**src/core/pco_pkg.sv**
```systemverilog
// constants for the process channel override control block
package pco_pkg;
    localparam int CLK_HZ          = 50_000_000;
    localparam int BLINK_PERIOD_MS = 2000;
    localparam int BLINK_INV_MS    = 500;
    localparam int SEC_MS          = 1000;
    localparam int BLINK_PERIOD_CYC = CLK_HZ / 1000 * BLINK_PERIOD_MS;
    localparam int BLINK_INV_CYC    = CLK_HZ / 1000 * BLINK_INV_MS;
    localparam int SEC_CYC          = CLK_HZ / 1000 * SEC_MS;
    localparam int NCH  = 12;
    localparam int TO_W = 10;
    localparam logic [TO_W-1:0] TO_RST = 10'h00A;
    localparam logic [6:0] CODE_PAUSE     = 7'h20;
    localparam logic [6:0] CODE_PAUSE_RST = 7'h21;
    localparam logic [6:0] CODE_RESTART   = 7'h22;
    localparam logic [6:0] CODE_VIEW      = 7'h23;
    localparam logic [6:0] CODE_MAN_BASE  = 7'h29;
    localparam logic [6:0] CODE_AUTO_BASE = 7'h47;
    localparam logic [7:0] OFS_CMD    = 8'h00;
    localparam logic [7:0] OFS_CTRL   = 8'h04;
    localparam logic [7:0] OFS_PRESS  = 8'h08;
    localparam logic [7:0] OFS_TO     = 8'h0C;
    localparam logic [7:0] OFS_RELAY  = 8'h10;
    localparam logic [7:0] OFS_MANUAL = 8'h14;
    localparam logic [7:0] OFS_FLAGS  = 8'h18;
    localparam int CTRL_UNLOCK_BIT = 0;
    localparam int CTRL_EXT_BIT    = 1;
    localparam int FLAG_PAUSED_BIT = 0;
    localparam int FLAG_VIEW_BIT   = 1;
    localparam int FLAG_DISP_BIT   = 2;
    localparam int FLAG_REJ_BIT    = 3;
endpackage

```
**src/core/pco_ctl_if.sv**
```systemverilog
// shared control signals between the top, blink timer and channels
`timescale 1ns/1ps
interface pco_ctl_if #(parameter int N = 12, parameter int TW = 10);
    logic          sec_tick;
    logic          blink_inv;
    logic          paused;
    logic          pause_rst;
    logic          restart;
    logic [N-1:0]  toggle;
    logic [N-1:0]  release_v;
    logic [N-1:0]  cond;
    logic [TW-1:0] to_sec;
    modport tmr  (output sec_tick, output blink_inv);
    modport chan (input sec_tick, input paused, input pause_rst, input restart,
                  input toggle, input release_v, input cond, input to_sec);
endinterface

```
**src/core/pco_blink.sv**
```systemverilog
// free running blink phase and one second tick
`timescale 1ns/1ps
module pco_blink import pco_pkg::*; #(
    parameter int PERIOD_CYC = BLINK_PERIOD_CYC,
    parameter int INV_CYC    = BLINK_INV_CYC,
    parameter int SEC_C      = SEC_CYC
) (
    // clock and reset
    input wire logic pclk,
    input wire logic presetn,
    // timing out
    pco_ctl_if.tmr   t
);
    localparam int CW = $clog2(PERIOD_CYC);
    typedef struct packed {
        logic [CW-1:0] cnt;
        logic          inv;
        logic          tick;
    } pco_blink_st_t;
    pco_blink_st_t s, n;

    always_comb begin
        n = s;
        n.cnt = (s.cnt == CW'(PERIOD_CYC - 1)) ? '0 : s.cnt + 1'b1;
        n.inv = (n.cnt < CW'(INV_CYC));
        n.tick = (s.cnt == CW'(SEC_C - 1)) || (s.cnt == CW'(PERIOD_CYC - 1));
    end

    always_ff @(posedge pclk or negedge presetn) begin
        if (!presetn) begin
            s <= '0;
        end else begin
            s <= n;
        end
    end

    assign t.sec_tick  = s.tick;
    assign t.blink_inv = s.inv;
endmodule

```
**src/core/pco_chan.sv**
```systemverilog
// one process channel: manual override, pause and time-out
`timescale 1ns/1ps
module pco_chan import pco_pkg::*; #(
    parameter int IDX = 0
) (
    // clock and reset
    input wire logic pclk,
    input wire logic presetn,
    // control
    pco_ctl_if.chan  c,
    // state
    output logic     relay,
    output logic     manual
);
    typedef struct packed {
        logic            manual;
        logic            relay;
        logic            timing;
        logic            done;
        logic [TO_W-1:0] tmr;
    } pco_chan_st_t;
    pco_chan_st_t s, n;
    logic cnd;
    logic rel;

    assign cnd = c.cond[IDX];
    // restart releases even while paused; single release only when running
    assign rel = s.manual && (c.restart || (c.release_v[IDX] && !c.paused));

    always_comb begin
        n = s;
        if (c.pause_rst) begin
            n = '0;
        end else if (rel) begin
            n.manual = 1'b0;
            n.done   = 1'b0;
            n.relay  = cnd;
            n.timing = cnd && (c.to_sec != '0);
            n.tmr    = cnd ? c.to_sec : '0;
        end else if (c.toggle[IDX]) begin
            if (!s.manual) begin
                n.manual = 1'b1;
            end else begin
                n.relay = !s.relay;
            end
        end else if (!s.manual && !c.paused) begin
            if (!cnd) begin
                n.relay  = 1'b0;
                n.timing = 1'b0;
                n.done   = 1'b0;
                n.tmr    = '0;
            end else if (!s.timing && !s.done && !s.relay) begin
                n.relay  = 1'b1;
                n.timing = (c.to_sec != '0);
                n.tmr    = c.to_sec;
            end else if (s.timing && c.sec_tick) begin
                if (s.tmr <= TO_W'(1)) begin
                    n.timing = 1'b0;
                    n.done   = 1'b1;
                    n.relay  = 1'b0;
                end else begin
                    n.tmr = s.tmr - 1'b1;
                end
            end
        end
    end

    always_ff @(posedge pclk or negedge presetn) begin
        if (!presetn) begin
            s <= '0;
        end else begin
            s <= n;
        end
    end

    assign relay  = s.relay;
    assign manual = s.manual;

    chk_manual_enter: assert property (@(posedge pclk) disable iff (!presetn)
        c.toggle[IDX] && !s.manual && !c.pause_rst && !rel
        |=> s.manual && s.relay == $past(s.relay))
        else $error("first toggle did not enter manual with relay held");
    chk_manual_flip: assert property (@(posedge pclk) disable iff (!presetn)
        c.toggle[IDX] && s.manual && !c.pause_rst && !rel
        |=> s.relay != $past(s.relay))
        else $error("toggle in manual did not invert relay");
    chk_release_ign: assert property (@(posedge pclk) disable iff (!presetn)
        c.release_v[IDX] && c.paused && !c.restart && !c.pause_rst
        |=> s.manual == $past(s.manual))
        else $error("release honoured during pause");
    chk_release_auto: assert property (@(posedge pclk) disable iff (!presetn)
        rel && !c.pause_rst |=> !s.manual && s.relay == $past(cnd)
        && s.timing == ($past(cnd) && $past(c.to_sec) != '0))
        else $error("release did not reach power-up or start time-out");
    chk_pause_freeze: assert property (@(posedge pclk) disable iff (!presetn)
        c.paused && !s.manual && !c.pause_rst && !rel && !c.toggle[IDX]
        |=> $stable(s.relay) && $stable(s.tmr))
        else $error("paused channel changed");
    chk_pause_rst: assert property (@(posedge pclk) disable iff (!presetn)
        c.pause_rst |=> !s.relay && !s.manual && !s.timing)
        else $error("pause-reset left channel active");
endmodule

```
**src/core/pco_top.sv**
```systemverilog
// override control top: APB registers, command decode, channel array
`timescale 1ns/1ps
module pco_top import pco_pkg::*; #(
    parameter int N_CH       = NCH,
    parameter int PERIOD_CYC = BLINK_PERIOD_CYC,
    parameter int INV_CYC    = BLINK_INV_CYC,
    parameter int SEC_C      = SEC_CYC
) (
    // clock and reset
    input  wire logic            pclk,
    input  wire logic            presetn,
    // apb slave
    input  wire logic            psel,
    input  wire logic            penable,
    input  wire logic            pwrite,
    input  wire logic [7:0]      paddr,
    input  wire logic [31:0]     pwdata,
    input  wire logic [3:0]      pstrb,
    output logic [31:0]          prdata,
    output logic                 pready,
    output logic                 pslverr,
    // external enable option
    input  wire logic [N_CH-1:0] ext_en_n,
    output logic [N_CH-1:0]      status_n,
    // front panel
    output logic [N_CH-1:0]      indicator,
    output logic                 disp_pressure
);
    typedef struct packed {
        logic            unlock;
        logic            ext;
        logic [N_CH-1:0] press_ok;
        logic [TO_W-1:0] to_sec;
        logic            paused;
        logic            view;
        logic            disp;
        logic            rejected;
        logic [N_CH-1:0] toggle;
        logic [N_CH-1:0] release_v;
        logic            pause_rst;
        logic            restart;
        logic [N_CH-1:0] sy1;
        logic [N_CH-1:0] sy2;
        logic [N_CH-1:0] cond;
        logic [N_CH-1:0] status_n;
        logic [N_CH-1:0] ind;
        logic [31:0]     rdata;
        logic            ready;
        logic            err;
    } pco_top_st_t;
    pco_top_st_t s, n;

    wire logic [N_CH-1:0] relay_v;
    wire logic [N_CH-1:0] manual_v;
    logic                 setup;
    logic                 access;
    logic                 wr_cmd;
    logic                 ok_cmd;
    logic [6:0]           code;
    logic [31:0]          wmask;

    pco_ctl_if #(.N(N_CH), .TW(TO_W)) bus ();

    assign setup  = psel && !penable;
    assign access = psel && penable && s.ready;
    assign wr_cmd = access && pwrite && !s.err && (paddr == OFS_CMD) && pstrb[0];
    assign ok_cmd = wr_cmd && s.unlock;
    assign code   = pwdata[6:0];
    assign wmask  = {{8{pstrb[3]}}, {8{pstrb[2]}}, {8{pstrb[1]}}, {8{pstrb[0]}}};

    function automatic logic [31:0] merge(input logic [31:0] old,
                                          input logic [31:0] wd,
                                          input logic [31:0] m);
        merge = (old & ~m) | (wd & m);
    endfunction

    always_comb begin
        logic        hit;
        logic [31:0] tmp;
        hit = 1'b0;
        tmp = '0;
        n = s;
        n.toggle    = '0;
        n.release_v = '0;
        n.pause_rst = 1'b0;
        n.restart   = 1'b0;
        // first stage only feeds the second stage
        n.sy1 = ext_en_n;
        n.sy2 = s.sy1;
        n.cond = s.press_ok & (s.ext ? ~s.sy2 : {N_CH{1'b1}});
        n.status_n = ~relay_v;
        // paused channels blink as well, as do manual ones
        n.ind = relay_v ^ ((manual_v | {N_CH{s.paused}})
                & {N_CH{bus.blink_inv}});

        // apb: read data and error captured in setup, answered next cycle
        n.ready = setup;
        // error only stands with pready, so the output needs no gating
        n.err   = 1'b0;
        if (setup) begin
            n.err   = 1'b0;
            n.rdata = '0;
            unique case (paddr)
                OFS_CMD:    n.rdata = '0;
                OFS_CTRL: begin
                    n.rdata[CTRL_UNLOCK_BIT] = s.unlock;
                    n.rdata[CTRL_EXT_BIT]    = s.ext;
                end
                OFS_PRESS:  n.rdata[N_CH-1:0] = s.press_ok;
                OFS_TO:     n.rdata[TO_W-1:0] = s.to_sec;
                OFS_RELAY:  n.rdata[N_CH-1:0] = relay_v;
                OFS_MANUAL: n.rdata[N_CH-1:0] = manual_v;
                OFS_FLAGS: begin
                    n.rdata[FLAG_PAUSED_BIT] = s.paused;
                    n.rdata[FLAG_VIEW_BIT]   = s.view;
                    n.rdata[FLAG_DISP_BIT]   = s.disp;
                    n.rdata[FLAG_REJ_BIT]    = s.rejected;
                end
                default:    n.err = 1'b1;
            endcase
        end

        if (access && pwrite && !s.err) begin
            tmp = '0;
            unique case (paddr)
                OFS_CTRL: begin
                    tmp[CTRL_UNLOCK_BIT] = s.unlock;
                    tmp[CTRL_EXT_BIT]    = s.ext;
                    tmp = merge(tmp, pwdata, wmask);
                    n.unlock = tmp[CTRL_UNLOCK_BIT];
                    n.ext    = tmp[CTRL_EXT_BIT];
                end
                OFS_PRESS: begin
                    tmp[N_CH-1:0] = s.press_ok;
                    tmp = merge(tmp, pwdata, wmask);
                    n.press_ok = tmp[N_CH-1:0];
                end
                OFS_TO: begin
                    tmp[TO_W-1:0] = s.to_sec;
                    tmp = merge(tmp, pwdata, wmask);
                    n.to_sec = tmp[TO_W-1:0];
                end
                default: ;
            endcase
        end

        if (wr_cmd && !s.unlock) begin
            n.rejected = 1'b1;
        end else if (ok_cmd) begin
            n.rejected = 1'b0;
            n.disp = s.view;
            if (code == CODE_PAUSE) begin
                n.paused = 1'b1;
            end else if (code == CODE_PAUSE_RST) begin
                n.paused    = 1'b1;
                n.pause_rst = 1'b1;
            end else if (code == CODE_RESTART) begin
                n.paused  = 1'b0;
                n.restart = 1'b1;
            end else if (code == CODE_VIEW) begin
                n.view = 1'b1;
                n.disp = 1'b1;
            end else begin
                // override and return codes never touch the pause state
                for (int i = 0; i < N_CH; i++) begin
                    if (code == CODE_MAN_BASE + 7'(i)) begin
                        n.toggle[i] = 1'b1;
                        hit = 1'b1;
                    end
                    if (code == CODE_AUTO_BASE + 7'(i)) begin
                        n.release_v[i] = 1'b1;
                        hit = 1'b1;
                    end
                end
                if (!hit) begin
                    n.disp = 1'b0;
                end
            end
        end
    end

    always_ff @(posedge pclk or negedge presetn) begin
        if (!presetn) begin
            s <= '0;
            s.to_sec <= TO_RST;
            s.sy1 <= {N_CH{1'b1}};
            s.sy2 <= {N_CH{1'b1}};
            s.status_n <= {N_CH{1'b1}};
        end else begin
            s <= n;
        end
    end

    assign bus.paused    = s.paused;
    assign bus.pause_rst = s.pause_rst;
    assign bus.restart   = s.restart;
    assign bus.toggle    = s.toggle;
    assign bus.release_v = s.release_v;
    assign bus.cond      = s.cond;
    assign bus.to_sec    = s.to_sec;

    pco_blink #(
        .PERIOD_CYC (PERIOD_CYC),
        .INV_CYC    (INV_CYC),
        .SEC_C      (SEC_C)
    ) u_blink (
        .pclk    (pclk),
        .presetn (presetn),
        .t       (bus.tmr)
    );

    for (genvar g = 0; g < N_CH; g++) begin : g_ch
        pco_chan #(.IDX(g)) u_ch (
            .pclk    (pclk),
            .presetn (presetn),
            .c       (bus.chan),
            .relay   (relay_v[g]),
            .manual  (manual_v[g])
        );
    end

    assign prdata        = s.rdata;
    assign pready        = s.ready;
    assign pslverr       = s.err;
    assign status_n      = s.status_n;
    assign indicator     = s.ind;
    assign disp_pressure = s.disp;

    chk_tog_decode: assert property (@(posedge pclk) disable iff (!presetn)
        ok_cmd && code == CODE_MAN_BASE |=> s.toggle == N_CH'(1) && s.release_v == '0)
        else $error("first toggle code not decoded to channel one");
    chk_auto_decode: assert property (@(posedge pclk) disable iff (!presetn)
        ok_cmd && code == CODE_AUTO_BASE + 7'(N_CH - 1)
        |=> s.release_v[N_CH-1] && $onehot(s.release_v) && s.toggle == '0)
        else $error("last return code not decoded to last channel");
    chk_lock_reject: assert property (@(posedge pclk) disable iff (!presetn)
        wr_cmd && !s.unlock |=> s.toggle == '0 && s.release_v == '0
        && s.rejected && $stable(s.paused))
        else $error("command accepted while locked");
    chk_pause_keep: assert property (@(posedge pclk) disable iff (!presetn)
        ok_cmd && (code == CODE_MAN_BASE || code == CODE_AUTO_BASE)
        |=> $stable(s.paused) && !s.pause_rst && !s.restart)
        else $error("override code altered pause state");
    chk_view_disp: assert property (@(posedge pclk) disable iff (!presetn)
        ok_cmd && s.view && code == CODE_AUTO_BASE |=> disp_pressure)
        else $error("pressure view lost on return code");
    chk_ext_gate: assert property (@(posedge pclk) disable iff (!presetn)
        s.ext |=> s.cond == ($past(s.press_ok) & ~$past(s.sy2)))
        else $error("enable not gated by external input");
    chk_status_low: assert property (@(posedge pclk) disable iff (!presetn)
        ##1 status_n == ~$past(relay_v))
        else $error("status output not inverse of channel state");
    chk_steady_ind: assert property (@(posedge pclk) disable iff (!presetn)
        !manual_v[0] && !s.paused |=> indicator[0] == ~status_n[0])
        else $error("automatic channel indicator blinked");
    chk_blink_ind: assert property (@(posedge pclk) disable iff (!presetn)
        manual_v[0] && bus.blink_inv |=> indicator[0] == status_n[0])
        else $error("manual channel indicator not inverted");
endmodule

```
**config.mk**
```make
export PLATFORM = sky130hd
export DESIGN_NAME = pco_top
export DESIGN_NICKNAME = d
export VERILOG_FILES = /design/src/core/pco_pkg.sv /design/src/core/pco_ctl_if.sv /design/src/core/pco_blink.sv /design/src/core/pco_chan.sv /design/src/core/pco_top.sv
export SDC_FILE = /design/constraint.sdc
export NUM_CORES = 1
export LEC_CHECK = 0
export BUFFER_PORTS_ARGS = -buffer_cell sky130_fd_sc_hd__buf_2
export CORE_ASPECT_RATIO = 0.5
export CORE_UTILIZATION = 40
export DETAILED_ROUTE_END_ITERATION = 6
export PLACE_DENSITY = 0.62
export SYNTH_ARGS = -nofsm -noshare
export SYNTH_HDL_FRONTEND = slang
export SYNTH_SLANG_ARGS = --single-unit
```
**constraint.sdc**
```tcl
create_clock -name pclk -period 3.2 [get_ports pclk]
set_clock_uncertainty 0.1 [all_clocks]
set_input_delay 0.64 -clock pclk [delete_from_list [all_inputs] [get_ports pclk]]
set_output_delay 0.64 -clock pclk [all_outputs]
set_load 0.005 [all_outputs]
```
==> flow_results.xml, run 1 <==
<?xml version="1.0" encoding="UTF-8"?>
<metrics>
  <group name="run_status">
    <metric name="status" unit="">complete, but fails checks</metric>
    <metric name="violated_checks" unit="">design-rule violations</metric>
  </group>
  <group name="detailed_routing">
    <metric name="routedWlPerCell" unit="µm">18.8</metric>
    <metric name="detail_route.drc_violations" unit="">1</metric>
    <metric name="dr_wl_met3" unit="mm">3.11</metric>
    <metric name="totalWireLength" unit="mm">50.2</metric>
    <metric name="met1_length" unit="mm">23.3</metric>
    <metric name="via_per_inst" unit="">5.75</metric>
    <metric name="firstDrtPassIters" unit="">7</metric>
    <metric name="dr.max_layer_used" unit="">met4</metric>
    <metric name="drt_iter0_markers" unit="">1482</metric>
    <metric name="total_vias_in_the_final_route" unit="">15331</metric>
    <metric name="met2_wirelength" unit="mm">22.5</metric>
    <metric name="detail-route-antenna-nets" unit="">0</metric>
  </group>
  <group name="layout">
    <metric name="final_area" unit="mm²">0.0198</metric>
    <metric name="layout-area-overhead-vs-synth" unit="%">11.7</metric>
    <metric name="mostFrequentLayoutCell" unit="">dfrtp_1</metric>
    <metric name="final_layout_size_suffix_gt1_share" unit="%">14.0</metric>
    <metric name="register_area" unit="mm²">0.00818</metric>
    <metric name="nets_final" unit="">2143</metric>
    <metric name="layout.cells.most_common_list" unit="">dfrtp_1, o21ai_0, nor2_1</metric>
    <metric name="diodes" unit="">0</metric>
    <metric name="multi_input_area" unit="mm²">0.00864</metric>
    <metric name="fillers" unit="">4246</metric>
  </group>
  <group name="min_path">
    <metric name="worst_hold_path_type" unit="">in -&gt; reg</metric>
  </group>
  <group name="power">
    <metric name="worst_ir_drop_vdd" unit="V">0.000294</metric>
    <metric name="swShare" unit="%">21.6</metric>
    <metric name="power.share.combinational" unit="%">2.4</metric>
    <metric name="switching_power" unit="mW">1.76</metric>
    <metric name="register_share_of_total_power" unit="%">50.8</metric>
    <metric name="power.share.clock" unit="%">46.8</metric>
    <metric name="power.internal" unit="mW">6.40</metric>
    <metric name="leakagePower" unit="nW">8.47</metric>
    <metric name="powerDensity" unit="mW/mm²">412</metric>
  </group>
  <group name="synth">
    <metric name="syn_inst_count" unit="">2006</metric>
    <metric name="synth-async-reset-ratio" unit="%">100</metric>
    <metric name="synth-seq-area-share" unit="%">46.2</metric>
    <metric name="synth_top_flop_cell" unit="">dfrtp_1</metric>
    <metric name="synth_top_cells_by_area" unit="">dfrtp_1, o21ai_0, dfstp_2</metric>
    <metric name="synth.top_cell.area_share" unit="%">40.5</metric>
    <metric name="yosys.area.top_type" unit="">dfrtp_1</metric>
    <metric name="synth.ff_latch_count" unit="">325</metric>
    <metric name="yosys_warnings" unit="">0</metric>
    <metric name="synth.avg_cell_area" unit="µm²">8.83</metric>
    <metric name="netlist_area" unit="mm²">0.0177</metric>
    <metric name="yosys.cell_types.count" unit="">82</metric>
    <metric name="count_of_flip_flops_with_a_built_in_enable_after_synthesis" unit="">0</metric>
  </group>
  <group name="sta">
    <metric name="rsz_0062_raised_after_global_routing" unit="">no</metric>
    <metric name="setup-violations-final" unit="">0</metric>
    <metric name="slew_of_the_pin_with_the_lowest_slew_margin" unit="ns">1.10</metric>
    <metric name="finalWorstPathRequiredPeriod" unit="ns">2.87</metric>
    <metric name="slew-limit-headroom" unit="%">26.2</metric>
    <metric name="finalMaxSlewViolations" unit="">0</metric>
    <metric name="fmaxAchievable" unit="GHz">0.348</metric>
    <metric name="post-route-period-util" unit="%">89.7</metric>
    <metric name="setup-tns-final" unit="ns">0</metric>
    <metric name="hold_violations" unit="">0</metric>
  </group>
  <group name="global_route">
    <metric name="grt_start_max_net_pins" unit="">81</metric>
    <metric name="antenna_found_initial" unit="">0</metric>
    <metric name="global_route.overflow_total" unit="">0</metric>
    <metric name="global_route.usage.total" unit="%">22.0</metric>
    <metric name="grt_first_pass_wirelength" unit="mm">78.4</metric>
    <metric name="vias_in_the_first_global_route" unit="">13800</metric>
  </group>
  <group name="worst_setup_path">
    <metric name="cp.required" unit="ns">3.59</metric>
    <metric name="worstSetupStartpointType" unit="">register</metric>
    <metric name="timing.setup.critical_path_class" unit="">reg -&gt; reg</metric>
    <metric name="worstPathArrival" unit="ns">3.26</metric>
    <metric name="maximum_fanout_along_the_worst_path" unit="">20</metric>
    <metric name="cp-end-kind" unit="">register</metric>
  </group>
  <group name="clock_tree">
    <metric name="clock_tree.htree_level_count" unit="">1</metric>
    <metric name="clk_path_buf_depth" unit="">3</metric>
    <metric name="cts_sinks" unit="">325</metric>
    <metric name="worst_skew_pair.late_latency" unit="ns">0.58</metric>
    <metric name="cts.repair_timing.setup_buffer_count" unit="">0</metric>
    <metric name="cts_tree" unit="">done</metric>
    <metric name="postCtsResizedCells" unit="">0</metric>
    <metric name="numCtsBuffers" unit="">30</metric>
    <metric name="clock-root-buffer" unit="">clkbuf_16</metric>
    <metric name="worst_setup_hold_path_clk_slew" unit="ns">0.07</metric>
  </group>
  <group name="floorplan">
    <metric name="die_height" unit="µm">151</metric>
    <metric name="die_x" unit="µm">300</metric>
    <metric name="die_footprint" unit="mm²">0.0452</metric>
    <metric name="design.core.area" unit="mm²">0.0436</metric>
    <metric name="design.portCount" unit="">120</metric>
    <metric name="floorplan.rows" unit="">54</metric>
    <metric name="start_util" unit="%">40.6</metric>
  </group>
  <group name="place">
    <metric name="dpl.hpwl" unit="mm">33.4</metric>
    <metric name="io_buffer_count" unit="">77</metric>
    <metric name="gp_congestion" unit="">0.893</metric>
    <metric name="placed_area" unit="mm²">0.0187</metric>
  </group>
  <group name="job">
    <metric name="max-cap-violations" unit="">0</metric>
  </group>
</metrics>
[area by class of cell]
type | instances | area share (%)
multi-input cells | 1493 | 43.6
inverters | 57 | 1.08
clock buffers | 46 | 4.66
well taps | 588 | 3.72
flip-flops and latches | 325 | 41.3
repair buffers | 150 | 4.97
clock inverters | 9 | 0.607
[through the flow]
| stage | util (%) | power (mW) | hold WS, ns | worst slack, ns | cells |
|---|---|---|---|---|---|
| 2_1_floorplan | - | 4.28 | 0.244 | 0.500 | 2025 |
| 3_3_place_gp | 42.9 | 4.42 | 0.246 | 0.225 | 2612 |
| 3_5_place_dp | 42.9 | 4.42 | 0.247 | 0.196 | 2612 |
| 4_1_cts | 45.4 | 8.26 | 0.0350 | 0.330 | 2668 |
| 5_1_grt | 45.4 | 8.44 | 0.0306 | 0.0332 | 2668 |
| 6_report | 45.4 | 8.16 | 0.0568 | 0.330 | 2668 |
[worst paths after layout]
check	start	endpoint	slack (ns)	cells after the start
worst max-delay path	bus.paused$_DFFE_PN0P_	g_ch[11].u_ch.s[8]$_DFFE_PN0P_	0.33	6
worst min-delay path	ext_en_n[11]	n[81]$_DFF_PN1_	0.06	1
worst max register to register	bus.paused$_DFFE_PN0P_	g_ch[11].u_ch.s[8]$_DFFE_PN0P_	0.33	6
worst min register to register	n[75]$_DFF_PN1_	s[75]$_DFF_PN1_	0.26	0
max in group asynchronous	presetn	n[72]$_DFF_PN1_	1.70	3
min in group asynchronous	presetn	g_ch[4].u_ch.s[6]$_DFFE_PN0P_	0.47	2
[synth_stat cells, types with 8 or more instances]
library cell	count
o211ai_1	8
and2_1	11
nor2b_1	29
a21oi_1	142
nor2_1	221
nor3b_1	11
nor3_1	93
or2_2	9
nor4_1	51
nand2_1	185
a22o_1	10
o21ai_0	226
mux2_2	23
xnor2_1	31
xor2_1	15
mux2i_1	9
or4_1	14
a22oi_1	9
nand4_1	16
or3_1	29
dfstp_2	38
a31oi_1	10
o2bb2ai_1	25
ha_1	25
o22ai_1	11
inv_1	57
a211oi_1	10
clkbuf_1	83
o21ai_1	10
nand3_1	52
a21boi_0	14
and3_1	14
buf_4	56
a222oi_1	8
nand2b_1	16
o21a_1	12
o31ai_1	23
dfrtp_1	287
[cell families after synthesis]
| kind of cell | count (synthesis) | share of synthesized area, % |
|---|---|---|
| and+or+nand+nor | 782 | 21.7 |
| muxes | 32 | 1.97 |
| xor gates and xnor gates | 46 | 2.27 |
| adders and majority gates | 26 | 1.82 |
| AOI/OAI and AO/OA | 587 | 20.4 |
| buffers and inverters | 207 | 5.61 |
| other | 1 | 0.0212 |
| DFF | 325 | 46.2 |
[routing by layer]
| layer | global-route usage [%] | up-vias |
|---|---|---|
| met3 | 3.50 | 71 |
| met5 | 0 | - |
| li1 | - | 7287 |
| met2 | 34.5 | 480 |
| met4 | 6.30 | 0 |
| met1 | 31.6 | 7493 |
[flip-flops by register name (all words and copies together) (netlist names), named ones only]
| signal | cells |
|---|---|
| bus.release_v | 12 |
| bus.restart | 1 |
| status_n | 12 |
| u_blink.t.sec_tick | 1 |
| g_ch.u_ch.manual | 12 |
| disp_pressure | 1 |
| s | 14 |
| bus.paused | 1 |
| bus.toggle | 12 |
| u_blink.s | 27 |
| pready | 1 |
| g_ch.u_ch.s | 144 |
| bus.cond | 12 |
| bus.pause_rst | 1 |
| indicator | 12 |
| g_ch.u_ch.relay | 12 |
| u_blink.t.blink_inv | 1 |
| prdata | 12 |
| pslverr | 1 |
| n | 12 |
[power groups by stage]
stage,combinational [mW],clock [mW],sequential [mW]
finish,0.194,3.82,4.15
global route,0.221,4.07,4.14
CTS,0.201,3.91,4.15
detailed placement,0.198,0,4.22
global placement,0.198,0,4.22
floorplan,0.0641,0,4.22
[critical path: stages, from the launching register on]
cell and delay (ns):
dfrtp_2 0.64, nor2b_1 0.13, o21ai_0 0.47, o311ai_1 0.21
o21ai_0 0.90, o21ai_0 0.21, o21ai_0 0.12
[timing repair]
item	CTS	global route
setup endpoints to repair	0	0
endpoints found under the hold margin	40	0
hold buffers	1	0
(Power assumes the default switching activity.)
==> inputs of run 2 (changes only) <==
--- a/config.mk
+++ b/config.mk
@@ -10,6 +10,7 @@
 export CORE_UTILIZATION = 40
 export DETAILED_ROUTE_END_ITERATION = 6
 export PLACE_DENSITY = 0.62
+export REMOVE_ABC_BUFFERS = 1
 export SYNTH_ARGS = -nofsm -noshare
 export SYNTH_HDL_FRONTEND = slang
 export SYNTH_SLANG_ARGS = --single-unit
==> flow_results.xml, run 2 (synthesis results as in run 1) <==
<?xml version="1.0" encoding="UTF-8"?>
<metrics>
  <group name="power">
    <metric name="leakagePower" unit="nW">8.51</metric>
    <metric name="worst_ir_drop_vdd" unit="V">0.000287</metric>
    <metric name="powerDensity" unit="mW/mm²">422</metric>
    <metric name="design_power_total" unit="mW">8.40</metric>
  </group>
  <group name="clock_tree">
    <metric name="cts.repair_timing.setup_buffer_count" unit="">0</metric>
    <metric name="clock_tree.htree_level_count" unit="">2</metric>
    <metric name="clock-root-buffer" unit="">clkbuf_16</metric>
    <metric name="cts_sinks" unit="">325</metric>
    <metric name="worst_skew_pair.late_latency" unit="ns">0.53</metric>
    <metric name="cts-hold-fix-buffers" unit="">0</metric>
    <metric name="numCtsBuffers" unit="">35</metric>
    <metric name="worst_setup_hold_path_clk_slew" unit="ns">0.06</metric>
    <metric name="postCtsResizedCells" unit="">0</metric>
    <metric name="clk_path_buf_depth" unit="">3</metric>
    <metric name="cts_tree" unit="">done</metric>
  </group>
  <group name="worst_setup_path">
    <metric name="r2r_slack" unit="ns">0.36</metric>
    <metric name="cp-end-kind" unit="">register</metric>
    <metric name="cp.required" unit="ns">3.51</metric>
    <metric name="worstSetupStartpointType" unit="">register</metric>
    <metric name="timing.critical_path.cells" unit="">buf_4 &gt; nor2b_1 &gt; o21ai_0 &gt; nand4_1 &gt; o22ai_1 &gt; mux2_2</metric>
    <metric name="timing.setup.critical_path_class" unit="">reg -&gt; reg</metric>
    <metric name="maximum_fanout_along_the_worst_path" unit="">29</metric>
    <metric name="regToRegStartpoint" unit="">bus.paused$_DFFE_PN0P_</metric>
    <metric name="slowest_stage_delay_cp" unit="ns">0.75</metric>
    <metric name="worstPathArrival" unit="ns">3.15</metric>
    <metric name="regToRegEndpoint" unit="">g_ch[6].u_ch.s[11]$_DFFE_PN0P_</metric>
    <metric name="critPathSlowestCell" unit="">dfrtp_2</metric>
    <metric name="reg2reg_depth" unit="">6</metric>
  </group>
  <group name="detailed_routing">
    <metric name="detail-route-antenna-nets" unit="">0</metric>
    <metric name="total_vias_in_the_final_route" unit="">15195</metric>
    <metric name="detail_route.drc_violations" unit="">0</metric>
    <metric name="drt_iter0_markers" unit="">1373</metric>
    <metric name="routedWlPerCell" unit="µm">18.7</metric>
    <metric name="via_per_inst" unit="">5.68</metric>
    <metric name="totalWireLength" unit="mm">49.9</metric>
    <metric name="firstDrtPassIters" unit="">7</metric>
  </group>
  <group name="floorplan">
    <metric name="die_footprint" unit="mm²">0.0452</metric>
    <metric name="floorplan.rows" unit="">54</metric>
    <metric name="start_util" unit="%">40.6</metric>
    <metric name="design.portCount" unit="">120</metric>
    <metric name="die_x" unit="µm">300</metric>
    <metric name="die_height" unit="µm">151</metric>
    <metric name="design.core.area" unit="mm²">0.0436</metric>
  </group>
  <group name="layout">
    <metric name="layout-area-overhead-vs-synth" unit="%">12.3</metric>
    <metric name="filler_free_cell_count_of_the_finished_design" unit="">2676</metric>
    <metric name="largest_registers" unit="">g_ch.u_ch.s (144), u_blink.s (27), s (14)</metric>
    <metric name="multi_input_area" unit="mm²">0.00865</metric>
    <metric name="mostFrequentLayoutCell" unit="">dfrtp_1</metric>
    <metric name="layout.cells.most_common_list" unit="">dfrtp_1, o21ai_0, nor2_1</metric>
    <metric name="final_layout_size_suffix_gt1_share" unit="%">14.3</metric>
    <metric name="largest_register_ffs" unit="">144</metric>
    <metric name="nets_final" unit="">2147</metric>
    <metric name="top_reg_by_flops" unit="">g_ch.u_ch.s</metric>
    <metric name="register_area" unit="mm²">0.00818</metric>
    <metric name="final_area" unit="mm²">0.0199</metric>
    <metric name="fillers" unit="">4175</metric>
  </group>
  <group name="global_route">
    <metric name="vias_in_the_first_global_route" unit="">14047</metric>
    <metric name="global_route.overflow_total" unit="">0</metric>
    <metric name="antenna_found_initial" unit="">1</metric>
    <metric name="global_route.usage.total" unit="%">22.0</metric>
    <metric name="grt_start_max_net_pins" unit="">80</metric>
    <metric name="grt_first_pass_wirelength" unit="mm">78.8</metric>
  </group>
  <group name="place">
    <metric name="placed_area" unit="mm²">0.0188</metric>
    <metric name="placed_cells_incl_taps" unit="">2612</metric>
    <metric name="gp_congestion" unit="">0.913</metric>
    <metric name="dpl.hpwl" unit="mm">33.5</metric>
    <metric name="io_buffer_count" unit="">77</metric>
  </group>
  <group name="sta">
    <metric name="rsz_0062_raised_after_global_routing" unit="">no</metric>
    <metric name="post-route-period-util" unit="%">88.7</metric>
    <metric name="finalMaxSlewViolations" unit="">0</metric>
    <metric name="hold_violations" unit="">2</metric>
    <metric name="slew-limit-headroom" unit="%">16.5</metric>
    <metric name="slew_of_the_pin_with_the_lowest_slew_margin" unit="ns">1.24</metric>
    <metric name="setup-violations-final" unit="">0</metric>
    <metric name="finalWorstPathRequiredPeriod" unit="ns">2.84</metric>
    <metric name="fmaxAchievable" unit="GHz">0.352</metric>
    <metric name="hold_slack" unit="ns">-0.00908</metric>
    <metric name="setup-tns-final" unit="ns">0</metric>
  </group>
  <group name="run_status">
    <metric name="status" unit="">complete, but fails checks</metric>
    <metric name="violated_checks" unit="">negative hold slack</metric>
  </group>
  <group name="min_path">
    <metric name="worst_hold_path_type" unit="">in -&gt; async</metric>
  </group>
  <group name="job">
    <metric name="max-cap-violations" unit="">0</metric>
  </group>
</metrics>
==> run 2: cell count changes in the layout (fill, tap and decap cells not counted), sizes merged <==
cell	before	now
clkinv	6	9
dlygate4sd3	1	0
clkinvlp	0	3
diode	0	1
clkbuf	46	49
inv	57	58
bufinv	3	1
==> run 2: power breakdown <==
part	internal (mW)	total [mW]	switching [mW]
sequential	4.14	4.15	0.00808
combinational	0.0488	0.200	0.151
clock	2.31	4.05	1.75
==> run 2: final cells by class <==
type                       count  area share [%]
antenna                        1          0.0126
clock inverter                14           0.553
multi-input combinational   1493            43.4
clock buffer                  49            5.09
tap                          588            3.70
timing repair buffer         149            5.02
inverter                      57            1.08
sequential                   325            41.1
==> run 2: worst max path at each step <==
stage | startpoint | endpoint | slack, ns | cells after the start
6_report | bus.paused$_DFFE_PN0P_ | g_ch[6].u_ch.s[11]$_DFFE_PN0P_ | 0.36 | 6
5_1_grt | g_ch[11].u_ch.s[2]$_DFFE_PN0P_ | g_ch[11].u_ch.s[7]$_DFFE_PN0P_ | 0.08 | 6
4_1_cts | bus.paused$_DFFE_PN0P_ | g_ch[6].u_ch.s[11]$_DFFE_PN0P_ | 0.37 | 6
3_5_place_dp | paddr[5] | bus.release_v[4]$_DFF_PN0_ | 0.16 | 8
3_3_place_gp | paddr[5] | bus.release_v[4]$_DFF_PN0_ | 0.19 | 8
2_1_floorplan | bus.paused$_DFFE_PN0P_ | g_ch[2].u_ch.s[0]$_DFFE_PN0P_ | 0.16 | 6
==> run 2: routing by layer <==
metal | vias to the layer above | routed length (µm) | global-route usage, %
met5 | - | 0 | 0
met2 | 392 | 23200 | 35.5
li1 | 7298 | - | -
met3 | 88 | 2510 | 3.18
met4 | 0 | 1470 | 7.63
met1 | 7417 | 22800 | 30.4
==> run 2: per-stage QoR <==
stage	setup WS [ns]	utilization, %
after floorplan	0.155	-
after global placement	0.188	43.0
after detailed placement	0.159	43.0
after CTS	0.371	45.6
after global routing	0.0823	45.6
final	0.361	45.6
==> run 2: worst max-delay path: cells and delay by family (launching register included) <==
family	cells	cell delay, ns
AND/OR/NAND/NOR	2	0.48
AO/OA/AOI/OAI	2	0.67
flip-flops	1	0.75
multiplexers	1	0.35
buffers and inverters	1	0.35
